File: config.mk
export PLATFORM = sky130hd
export DESIGN_NAME = usb_host_td_status_writeback
export DESIGN_NICKNAME = d
export VERILOG_FILES = /design/src/verilog/td_status_pkg.sv /design/src/verilog/usb_host_td_status_writeback.sv /design/src/verilog/cc_classifier.sv
export SDC_FILE = /design/constraint.sdc
export NUM_CORES = 1
export LEC_CHECK = 0
export BUFFER_PORTS_ARGS = -buffer_cell sky130_fd_sc_hd__clkbuf_2
export CORE_ASPECT_RATIO = 1.75
export CORE_MARGIN = 10
export CORE_UTILIZATION = 45
export CTS_CLUSTER_SIZE = 12
export DETAILED_ROUTE_END_ITERATION = 7
export PLACE_DENSITY = 0.69
export SYNTH_ARGS = -nofsm -noshare
export SYNTH_HDL_FRONTEND = slang
export SYNTH_HIERARCHICAL = 1
export SYNTH_SLANG_ARGS = --single-unit
export TNS_END_PERCENT = 10
File: constraint.sdc
create_clock -name sys_clk -period 10.6 [get_ports sys_clk]
set_input_delay 1.59 -clock sys_clk [delete_from_list [all_inputs] [get_ports sys_clk]]
set_output_delay 1.59 -clock sys_clk [all_outputs]
set_load 0.005 [all_outputs]
File: src/verilog/td_status_pkg.sv
// Constants and types for the descriptor status write-back block
package td_status_pkg;

  // ---------------------------------------------------------------
  // Completion codes
  // ---------------------------------------------------------------
  localparam logic [3:0] CC_OK           = 4'h0;
  localparam logic [3:0] CC_CRC          = 4'h1;
  localparam logic [3:0] CC_STUFF        = 4'h2;
  localparam logic [3:0] CC_TOGGLE       = 4'h3;
  localparam logic [3:0] CC_STALL        = 4'h4;
  localparam logic [3:0] CC_NO_RESPONSE  = 4'h5;
  localparam logic [3:0] CC_PID_CHECK    = 4'h6;
  localparam logic [3:0] CC_BAD_PID      = 4'h7;
  localparam logic [3:0] CC_DATA_OVER    = 4'h8;
  localparam logic [3:0] CC_DATA_UNDER   = 4'h9;
  localparam logic [3:0] CC_MEM_WR_LATE  = 4'hC;
  localparam logic [3:0] CC_MEM_RD_LATE  = 4'hD;
  localparam logic [3:0] CC_UNTOUCHED    = 4'hE;

  // ---------------------------------------------------------------
  // Shared area and descriptor offsets
  // ---------------------------------------------------------------
  localparam logic [7:0]  AREA_FRAME_OFS = 8'h80;
  localparam logic [7:0]  AREA_HEAD_OFS  = 8'h84;
  localparam logic [31:0] ED_HEAD_OFS    = 32'h0000_0008;
  localparam logic [31:0] TD_NEXT_OFS    = 32'h0000_0008;
  localparam logic [31:0] ISO_PSW_OFS    = 32'h0000_0010;

  // ---------------------------------------------------------------
  // Field positions and limits
  // ---------------------------------------------------------------
  localparam int          CC_POS         = 28;
  localparam int          PSW_CC_POS     = 12;
  localparam int          PSW_SIZE_W     = 11;
  localparam int          HALT_POS       = 0;
  localparam int          CARRY_POS      = 1;
  localparam logic [1:0]  ERR_LIMIT      = 2'h2;

  // ---------------------------------------------------------------
  // Reset values
  // ---------------------------------------------------------------
  localparam logic [15:0] FRAME_RESET    = 16'h0000;
  localparam logic [2:0]  DELAY_RESET    = 3'h7;
  localparam logic [31:0] HEAD_RESET     = 32'h0000_0000;

  typedef enum logic [3:0] {
    ST_IDLE,
    ST_SOF,
    ST_FRAME_WR,
    ST_HEAD_WR,
    ST_TABLE_RD,
    ST_PSW_WR,
    ST_ED_WR,
    ST_NEXT_WR,
    ST_WORD0_WR
  } state_t;

endpackage

File: src/verilog/usb_host_td_status_writeback.sv
// Descriptor completion status, retirement and shared-area write-back
//
// Behaviour
// - General descriptor code written only at retirement
// - Iso packet code per packet, overall at retire
// - Code 0000 means no error
// - CRC 0001, stuffing 0010, no response 0101
// - Toggle 0011, PID check 0110, bad PID 0111
// - STALL retires with code 0100
// - Overrun 1000, underrun 1001
// - Iso memory late: write 1100, read 1101
// - Preloaded 111x means not yet processed
// - Error writes code and halts the endpoint
// - Transmission errors retried, retire on third
// - STALL, overrun, underrun retire at once
// - Late iso packet skipped, status left untouched
// - Iso retire: ok or overrun, never halt
// - Read one of 32 periodic heads per frame
// - Write frame number at 0x80, zero at 0x82
// - Count, SOF, frame write, then endpoint fetch
// - Write head at 0x84 once until cleared
// - Head LSB set when other causes pending
// - Write head after the descriptor delay expires
// - One packet per endpoint, then move on
// - Iso in size recorded, zero for out
// - Retire links descriptor onto retired queue
`timescale 1ns/1ps
module usb_host_td_status_writeback (
  // Clock and reset
  input  wire logic        sys_clk,
  input  wire logic        rst,
  // Frame timing and start-of-frame sender
  input  wire logic        frameTick,
  output logic             sofReq,
  input  wire logic        sofDone,
  output logic      [15:0] internalFrameCount,
  output logic      [31:0] periodicHead,
  output logic             edFetchStart,
  // Shared area and write-back control
  input  wire logic [23:0] areaBase,
  input  wire logic        writebackEnable,
  input  wire logic        writebackClear,
  input  wire logic        otherIrqPending,
  output logic             writebackStatus,
  output logic      [31:0] retiredQueueHead,
  // Packet outcome
  input  wire logic        resultValid,
  output logic             resultReady,
  input  wire logic        crcErr,
  input  wire logic        stuffErr,
  input  wire logic        noResp,
  input  wire logic        toggleErr,
  input  wire logic        stallPid,
  input  wire logic        pidCheckErr,
  input  wire logic        badPid,
  input  wire logic        overrun,
  input  wire logic        underrun,
  input  wire logic        memWriteLate,
  input  wire logic        memReadLate,
  // Descriptor context of the outcome
  input  wire logic        isoMode,
  input  wire logic        isoIn,
  input  wire logic        isoSkipped,
  input  wire logic [2:0]  pktIndex,
  input  wire logic [10:0] rxSize,
  input  wire logic        tdLastPacket,
  input  wire logic [1:0]  tdErrCount,
  input  wire logic [2:0]  tdIrqDelay,
  input  wire logic [31:0] tdAddr,
  input  wire logic [31:0] tdNextPtr,
  input  wire logic [27:0] tdWord0Rest,
  input  wire logic [31:0] edAddr,
  input  wire logic        edToggleCarry,
  // Outcome verdict
  output logic             edAdvance,
  output logic             tdRetry,
  output logic      [1:0] tdNewErrCount,
  output logic             edHalted,
  output logic             tdRetired,
  // System memory port
  output logic             memReq,
  output logic             memWrite,
  output logic      [31:0] memAddr,
  output logic      [31:0] memWdata,
  output logic      [3:0]  memBe,
  input  wire logic        memAck,
  input  wire logic [31:0] memRdata
);
  import td_status_pkg::*;

  // ---------------------------------------------------------------
  // State
  // ---------------------------------------------------------------
  state_t      state, next_state;
  logic        framePending, next_framePending;
  logic [2:0]  delayCnt, next_delayCnt;
  logic        headPending, next_headPending;
  logic        next_writebackStatus;
  logic [31:0] next_retiredQueueHead;
  logic [15:0] next_internalFrameCount;
  logic [31:0] next_periodicHead;
  logic        next_sofReq, next_edFetchStart;
  logic        next_edAdvance, next_tdRetry, next_edHalted, next_tdRetired;
  logic [1:0]  next_tdNewErrCount;
  logic        next_memReq, next_memWrite;
  logic [31:0] next_memAddr, next_memWdata;
  logic [3:0]  next_memBe;
  // Captured outcome
  logic [3:0]  capCode, next_capCode;
  logic        capHalt, next_capHalt;
  logic [2:0]  capDelay, next_capDelay;
  logic [31:0] capTd, next_capTd;
  logic [31:0] capNext, next_capNext;
  logic [27:0] capRest, next_capRest;
  logic [31:0] capEd, next_capEd;
  logic        capCarry, next_capCarry;
  logic        capLast, next_capLast;

  // ---------------------------------------------------------------
  // Outcome classification
  // ---------------------------------------------------------------
  logic [3:0]  clsCode;
  logic        clsRetire, clsRetry, clsHalt;
  logic [1:0]  clsErrCount;
  logic [15:0] pswWord;
  logic [31:0] pswAddr;
  logic [2:0]  decDelay;
  logic        wbDue;

  cc_classifier u_classifier (
    .crcErr       (crcErr),
    .stuffErr     (stuffErr),
    .noResp       (noResp),
    .toggleErr    (toggleErr),
    .stallPid     (stallPid),
    .pidCheckErr  (pidCheckErr),
    .badPid       (badPid),
    .overrun      (overrun),
    .underrun     (underrun),
    .memWriteLate (memWriteLate),
    .memReadLate  (memReadLate),
    .isoMode      (isoMode),
    .tdLastPacket (tdLastPacket),
    .errCount     (tdErrCount),
    .code         (clsCode),
    .retire       (clsRetire),
    .retry        (clsRetry),
    .halt         (clsHalt),
    .nextErrCount (clsErrCount)
  );

  assign pswWord = {clsCode, 1'b0, (isoIn ? rxSize : 11'h000)};
  assign pswAddr = tdAddr + ISO_PSW_OFS + {28'h000_0000, pktIndex, 1'b0};
  assign resultReady = (state == ST_IDLE) && !framePending && !frameTick;
  assign decDelay = (frameTick && headPending && delayCnt != 3'h0) ? delayCnt - 3'h1 : delayCnt;
  assign wbDue = headPending && (delayCnt == 3'h0) && writebackEnable && !writebackStatus;

  // ---------------------------------------------------------------
  // Next-state logic
  // ---------------------------------------------------------------
  always_comb begin
    next_state              = state;
    next_framePending       = framePending | frameTick;
    next_delayCnt           = decDelay;
    next_headPending        = headPending;
    next_writebackStatus    = writebackStatus & ~writebackClear;
    next_retiredQueueHead   = retiredQueueHead;
    next_internalFrameCount = internalFrameCount;
    next_periodicHead       = periodicHead;
    next_sofReq             = sofReq;
    next_edFetchStart       = 1'b0;
    next_edAdvance          = 1'b0;
    next_tdRetry            = 1'b0;
    next_edHalted           = 1'b0;
    next_tdRetired          = 1'b0;
    next_tdNewErrCount      = tdNewErrCount;
    next_memReq             = memReq;
    next_memWrite           = memWrite;
    next_memAddr            = memAddr;
    next_memWdata           = memWdata;
    next_memBe              = memBe;
    next_capCode            = capCode;
    next_capHalt            = capHalt;
    next_capDelay           = capDelay;
    next_capTd              = capTd;
    next_capNext            = capNext;
    next_capRest            = capRest;
    next_capEd              = capEd;
    next_capCarry           = capCarry;
    next_capLast            = capLast;
    unique case (state)
      ST_IDLE: begin
        if (framePending) begin
          next_framePending       = frameTick;
          next_internalFrameCount = internalFrameCount + 16'h0001;
          next_sofReq             = 1'b1;
          next_state              = ST_SOF;
        end else if (resultValid && resultReady) begin
          next_capTd    = tdAddr;
          next_capNext  = tdNextPtr;
          next_capRest  = tdWord0Rest;
          next_capEd    = edAddr;
          next_capCarry = edToggleCarry;
          next_capDelay = tdIrqDelay;
          next_capLast  = tdLastPacket;
          if (isoMode) begin
            next_capHalt = 1'b0;
            next_capCode = isoSkipped ? CC_DATA_OVER : CC_OK;
            if (!isoSkipped) begin
              next_memReq   = 1'b1;
              next_memWrite = 1'b1;
              next_memAddr  = {pswAddr[31:2], 2'b00};
              next_memWdata = {pswWord, pswWord};
              next_memBe    = pswAddr[1] ? 4'hC : 4'h3;
              next_state    = ST_PSW_WR;
            end else if (tdLastPacket) begin
              next_state    = ST_ED_WR;
            end else begin
              next_edAdvance = 1'b1;
            end
          end else begin
            next_capCode       = clsCode;
            next_capHalt       = clsHalt;
            next_tdNewErrCount = clsErrCount;
            next_tdRetry       = clsRetry;
            if (clsRetire) begin
              next_state = ST_ED_WR;
            end else begin
              next_edAdvance = 1'b1;
            end
          end
          if (next_state == ST_ED_WR) begin
            next_memReq   = 1'b1;
            next_memWrite = 1'b1;
            next_memAddr  = edAddr + ED_HEAD_OFS;
            next_memBe    = 4'hF;
            next_memWdata = {tdNextPtr[31:4], 2'b00, edToggleCarry,
                             (isoMode ? 1'b0 : clsHalt)};
          end
        end
      end
      ST_SOF: begin
        if (sofDone) begin
          next_sofReq   = 1'b0;
          next_memReq   = 1'b1;
          next_memWrite = 1'b1;
          next_memAddr  = {areaBase, AREA_FRAME_OFS};
          next_memWdata = {16'h0000, internalFrameCount};
          next_memBe    = 4'hF;
          next_state    = ST_FRAME_WR;
        end
      end
      ST_FRAME_WR: begin
        if (memAck) begin
          next_memBe    = 4'hF;
          if (wbDue) begin
            next_memAddr  = {areaBase, AREA_HEAD_OFS};
            next_memWdata = {retiredQueueHead[31:1], otherIrqPending};
            next_state    = ST_HEAD_WR;
          end else begin
            next_memWrite = 1'b0;
            next_memAddr  = {areaBase, 1'b0, internalFrameCount[4:0], 2'b00};
            next_state    = ST_TABLE_RD;
          end
        end
      end
      ST_HEAD_WR: begin
        if (memAck) begin
          next_writebackStatus  = 1'b1;
          next_headPending      = 1'b0;
          next_delayCnt         = DELAY_RESET;
          next_retiredQueueHead = HEAD_RESET;
          next_memWrite         = 1'b0;
          next_memAddr          = {areaBase, 1'b0, internalFrameCount[4:0], 2'b00};
          next_state            = ST_TABLE_RD;
        end
      end
      ST_TABLE_RD: begin
        if (memAck) begin
          next_memReq       = 1'b0;
          next_periodicHead = memRdata;
          next_edFetchStart = 1'b1;
          next_state        = ST_IDLE;
        end
      end
      ST_PSW_WR: begin
        if (memAck) begin
          if (capLast) begin
            next_memAddr  = capEd + ED_HEAD_OFS;
            next_memBe    = 4'hF;
            next_memWdata = {capNext[31:4], 2'b00, capCarry, 1'b0};
            next_state    = ST_ED_WR;
          end else begin
            next_memReq    = 1'b0;
            next_edAdvance = 1'b1;
            next_state     = ST_IDLE;
          end
        end
      end
      ST_ED_WR: begin
        if (memAck) begin
          next_memAddr  = capTd + TD_NEXT_OFS;
          next_memWdata = retiredQueueHead;
          next_state    = ST_NEXT_WR;
        end
      end
      ST_NEXT_WR: begin
        if (memAck) begin
          next_memAddr  = capTd;
          next_memWdata = {capCode, capRest};
          next_state    = ST_WORD0_WR;
        end
      end
      ST_WORD0_WR: begin
        if (memAck) begin
          next_memReq           = 1'b0;
          next_retiredQueueHead = capTd;
          next_headPending      = 1'b1;
          next_delayCnt         = (headPending && decDelay < capDelay) ? decDelay : capDelay;
          next_tdRetired        = 1'b1;
          next_edHalted         = capHalt;
          next_edAdvance        = 1'b1;
          next_state            = ST_IDLE;
        end
      end
    endcase
  end

  // ---------------------------------------------------------------
  // Registers
  // ---------------------------------------------------------------
  always_ff @(posedge sys_clk or posedge rst) begin
    if (rst) begin
      state              <= ST_IDLE;
      framePending       <= 1'b0;
      delayCnt           <= DELAY_RESET;
      headPending        <= 1'b0;
      writebackStatus    <= 1'b0;
      retiredQueueHead   <= HEAD_RESET;
      internalFrameCount <= FRAME_RESET;
      periodicHead       <= 32'h0000_0000;
      sofReq             <= 1'b0;
      edFetchStart       <= 1'b0;
      edAdvance          <= 1'b0;
      tdRetry            <= 1'b0;
      edHalted           <= 1'b0;
      tdRetired          <= 1'b0;
      tdNewErrCount      <= 2'h0;
      memReq             <= 1'b0;
      memWrite           <= 1'b0;
      memAddr            <= 32'h0000_0000;
      memWdata           <= 32'h0000_0000;
      memBe              <= 4'h0;
      capCode            <= CC_UNTOUCHED;
      capHalt            <= 1'b0;
      capDelay           <= DELAY_RESET;
      capTd              <= 32'h0000_0000;
      capNext            <= 32'h0000_0000;
      capRest            <= 28'h000_0000;
      capEd              <= 32'h0000_0000;
      capCarry           <= 1'b0;
      capLast            <= 1'b0;
    end else begin
      state              <= next_state;
      framePending       <= next_framePending;
      delayCnt           <= next_delayCnt;
      headPending        <= next_headPending;
      writebackStatus    <= next_writebackStatus;
      retiredQueueHead   <= next_retiredQueueHead;
      internalFrameCount <= next_internalFrameCount;
      periodicHead       <= next_periodicHead;
      sofReq             <= next_sofReq;
      edFetchStart       <= next_edFetchStart;
      edAdvance          <= next_edAdvance;
      tdRetry            <= next_tdRetry;
      edHalted           <= next_edHalted;
      tdRetired          <= next_tdRetired;
      tdNewErrCount      <= next_tdNewErrCount;
      memReq             <= next_memReq;
      memWrite           <= next_memWrite;
      memAddr            <= next_memAddr;
      memWdata           <= next_memWdata;
      memBe              <= next_memBe;
      capCode            <= next_capCode;
      capHalt            <= next_capHalt;
      capDelay           <= next_capDelay;
      capTd              <= next_capTd;
      capNext            <= next_capNext;
      capRest            <= next_capRest;
      capEd              <= next_capEd;
      capCarry           <= next_capCarry;
      capLast            <= next_capLast;
    end
  end

endmodule

File: src/verilog/cc_classifier.sv
// Maps one packet outcome to a completion code and an action
`timescale 1ns/1ps
module cc_classifier (
  // Outcome flags
  input  wire logic       crcErr,
  input  wire logic       stuffErr,
  input  wire logic       noResp,
  input  wire logic       toggleErr,
  input  wire logic       stallPid,
  input  wire logic       pidCheckErr,
  input  wire logic       badPid,
  input  wire logic       overrun,
  input  wire logic       underrun,
  input  wire logic       memWriteLate,
  input  wire logic       memReadLate,
  input  wire logic       isoMode,
  input  wire logic       tdLastPacket,
  input  wire logic [1:0] errCount,
  // Verdict
  output logic      [3:0] code,
  output logic            retire,
  output logic            retry,
  output logic            halt,
  output logic      [1:0] nextErrCount
);
  import td_status_pkg::*;

  logic transErr;
  logic anyErr;

  always_comb begin
    code = CC_OK;
    if (stallPid)
      code = CC_STALL;
    else if (overrun)
      code = CC_DATA_OVER;
    else if (underrun)
      code = CC_DATA_UNDER;
    else if (crcErr)
      code = CC_CRC;
    else if (stuffErr)
      code = CC_STUFF;
    else if (noResp)
      code = CC_NO_RESPONSE;
    else if (toggleErr)
      code = CC_TOGGLE;
    else if (pidCheckErr)
      code = CC_PID_CHECK;
    else if (badPid)
      code = CC_BAD_PID;
    else if (isoMode && memWriteLate)
      code = CC_MEM_WR_LATE;
    else if (isoMode && memReadLate)
      code = CC_MEM_RD_LATE;
    // Codes 1010 and 1011 are never produced
    transErr = (code == CC_CRC) || (code == CC_STUFF) || (code == CC_NO_RESPONSE);
    anyErr   = (code != CC_OK);
    retry    = transErr && (errCount < ERR_LIMIT);
    retire   = anyErr ? !retry : tdLastPacket;
    halt     = anyErr && retire;
    if (!anyErr)
      nextErrCount = 2'h0;
    else if (retry)
      nextErrCount = errCount + 2'h1;
    else
      nextErrCount = errCount;
  end

endmodule

==> impl_metrics.tcl <==
set metrics [dict create \
    status "completed" \
    cts-root-buf "clkbuf_16" \
    critical_path_peak_fanout 46 \
    hold_path_depth 2 \
    path_class "input pin to register" \
    area_growth_syn_to_layout_pct 19.8 \
    ant_nets 0 \
    arrival_ns 5.34 \
    boundaryPins 384 \
    reg2reg_depth 12 \
    syn-num-nets 2075 \
    num-nets-final 2395 \
    dpl.hpwl_um 47800 \
    synthArstFlopShare 1.00 \
    min-delay-start "capCode[1]$_DFFE_PP1P_" \
    cp-start-kind "input pin" \
    power_density_nw_per_um2 271 \
    final_common_cell "nand2_1" \
    clk_pin_slew_ns 0.06 \
    hold_viol 0 \
    r2r_slack_ns 6.49 \
    cts_buffers 30 \
    die-area_um2 44100 \
    irDropWorstVdd_uv 211 \
    wirelength_um 64700 \
    p_sw_mw 2.20 \
    comb_power_share 0.403 \
    hold_slack_ns 0.458 \
    postCtsSetupRepairBufs 0 \
    clkLatencyLatePin_ns 0.58 \
    htree_levels 1 \
    crit_required_ns 11.06 \
    ctsResizeCount 0 \
    grtUsageTotal 0.284 \
    power_mw 5.23 \
    dieHeight_um 270 \
    syn-cell-area_um2 16100 \
    cts_hold_buf 0 \
    synth-seq-cells 296 \
    core_um2 35300 \
    firstDrtPassIters 6 \
    switching_share 0.421 \
    grt_pass1_wl_um 97700 \
    place_ws_ns 5.21 \
    skew_ns 0.0197 \
    setup_viol 0 \
    drive_gt1_frac 0.233 \
    drtIter0Drc 1354 \
    reg2reg_to "memAddr[17]$_DFFE_PP0P_" \
    fin_crit_sh 0.460 \
    rows 91 \
    finalMaxSlewViolations 0 \
    grt_pass1_vias 16300 \
    maxSlewHeadroom 0.208 \
    whs_endpoint "capCode[1]$_DFFE_PP1P_" \
    start_util 0.457 \
    final_util 0.547 \
    rsz0062_at_grt "no" \
    wl_per_cell_um 24.5 \
    tightest_slew_ns 1.19 \
    fin_ws_ns 5.72 \
    via_count 15900 \
    finalSetupTns_ns 0 \
    p_leak_nw 9.47 \
    viasPerCell 6.02 \
    synth_edf_count 0 \
    rr_startpoint "state[3]$_DFFE_PP0P_" \
    p_int_mw 3.03 \
    seqPwrFrac 0.398 \
    portBuffers 379 \
    max_freq_mhz 205 \
    end_kind "register" \
    layout_common_cells "nand2_1 (567), clkbuf_2 (379), dfrtp_1 (287)" \
    min_period_ns 4.88 \
    synthCells 1840 \
    yosys_warnings 6 \
    synth_ff_type "dfrtp_1" \
    die_w_um 163 \
    gr-total-overflow 0 \
    clk_path_buf_depth 3 \
    seq_area_frac_synth 0.460 \
    avgSynthCellArea_um2 8.76 \
    hold_path.class "register to register" \
    route.detailed.drc 0 \
    maxCapViolCount 0 \
    synth_cell_types 81 \
    tritoncts "built" \
    p_clk_frac 0.199 \
    cts_sinks 296 \
    gp_congestion 0.972 \
    grt_max_degree 114 \
    antenna_found_initial 9 \
]
stage by stage:
stage | instances | area [um2]
final | 2644 | 19300
after global routing | 2644 | 19300
after CTS | 2641 | 19300
after detailed placement | 2593 | 18400
after global placement | 2593 | 18400
after floorplan | 1840 | 16100
layout make-up:
type                       instances  area [um2]
sequential                       296        7420
inverter                          28         115
fill                            3303       16000
multi-input combinational       1398        8170
clock buffer                      45         868
antenna                            3        7.51
clock inverter                     3        46.3
tap                              465         582
timing repair buffer             406        2100
cell usage after synthesis (3+ instances only):
| cell type | number | area, um2 |
|---|---|---|
| nand2_1 | 567 | 2130 |
| dfrtp_1 | 287 | 7180 |
| clkbuf_1 | 92 | 345 |
| nor2_1 | 89 | 334 |
| o21ai_0 | 75 | 375 |
| nand3_1 | 54 | 270 |
| xnor2_1 | 50 | 438 |
| xor2_1 | 49 | 429 |
| a221oi_1 | 43 | 377 |
| a22o_1 | 43 | 377 |
| a21oi_1 | 40 | 200 |
| and3_1 | 30 | 188 |
| nand4_1 | 27 | 169 |
| inv_1 | 25 | 93.8 |
| mux2_2 | 25 | 282 |
| nor3_1 | 25 | 125 |
| a222oi_1 | 24 | 240 |
| mux2i_1 | 24 | 240 |
| a22oi_1 | 17 | 128 |
| a21o_1 | 15 | 113 |
| a31oi_1 | 15 | 93.8 |
| a211oi_1 | 14 | 105 |
| o31ai_1 | 14 | 105 |
| a221o_1 | 13 | 130 |
| buf_2 | 12 | 60.1 |
| and4_1 | 11 | 96.3 |
| o211ai_1 | 11 | 82.6 |
| and2_1 | 10 | 62.6 |
| ha_1 | 10 | 125 |
| dfstp_2 | 9 | 236 |
| nor4_1 | 9 | 56.3 |
| o22ai_1 | 9 | 56.3 |
| buf_1 | 8 | 30.0 |
| nand2b_1 | 7 | 43.8 |
| or3_1 | 7 | 43.8 |
| nor2b_1 | 6 | 37.5 |
| o21a_1 | 6 | 45.0 |
| o221ai_1 | 5 | 43.8 |
| o21ai_1 | 4 | 20.0 |
| a311oi_1 | 3 | 26.3 |
| a41oi_1 | 3 | 26.3 |
| buf_4 | 3 | 22.5 |
| nand4bb_1 | 3 | 33.8 |
| nor4b_1 | 3 | 26.3 |
worst max-delay path, stage by stage:
cell       delay, ns
clkbuf_2        0.22
o21a_1          0.17
a311oi_1        0.44
nor2_1          0.30
nand4bb_4       0.33
o21a_1          0.13
nor2_1          0.47
nor3_1          0.14
o32ai_1         0.25
nor3_1          0.20
o221ai_4        0.14
buf_4           0.52
mux2_2          0.40
power by group through the flow:
stage | Clock, mW | Combinational (mW) | Sequential (mW)
after CTS | 1.06 | 2.10 | 2.07
final | 1.04 | 2.11 | 2.08
after floorplan | 0 | 1.31 | 1.93
after detailed placement | 0 | 2.09 | 2.08
after global routing | 1.10 | 2.32 | 2.13
after global placement | 0 | 2.05 | 2.07
state kept, by name (all words and copies together) (netlist names), 3 cells and up:
register / flops
state: 4
capEd: 32
internalFrameCount: 16
capRest: 28
periodicHead: 32
memWdata: 32
capDelay: 3
delayCnt: 3
memAddr: 32
capNext: 28
retiredQueueHead: 32
capCode: 4
capTd: 32
metal layers:
layer,vias to the layer above,share of wire,global-route usage
met5,-,0.0012,0
li1,7135,-,-
met3,211,0.089,0.0702
met4,12,0.067,0.179
met1,7708,0.34,0.305
met2,847,0.50,0.485
worst max-delay path by stage:
stage,start,to,slack [ns],cells after the start
floorplan,rst,capCarry$_DFFE_PP0P_,0.85,1
global placement,isoMode,memWdata[26]$_DFFE_PP0P_,5.21,13
detailed placement,noResp,memWdata[25]$_DFFE_PP0P_,5.21,13
CTS,isoMode,memWdata[26]$_DFFE_PP0P_,5.82,13
global route,noResp,memWdata[0]$_DFFE_PP0P_,5.49,14
finish,isoMode,memWdata[16]$_DFFE_PP0P_,5.72,13
cell families (layout without fill, tap and decap cells):
group / Yosys count / count (layout) / synth area share
compound gates: 373 / 373 / 0.170
flops: 296 / 296 / 0.460
fa+ha+maj: 11 / 11 / 0.00900
xor+xnor: 99 / 99 / 0.0538
mux: 50 / 50 / 0.0333
buf+inv: 146 / 482 / 0.0368
other cells: 0 / 3 / 0
simple gates: 865 / 865 / 0.237
No activity file was read; power rests on OpenSTA's default activity.
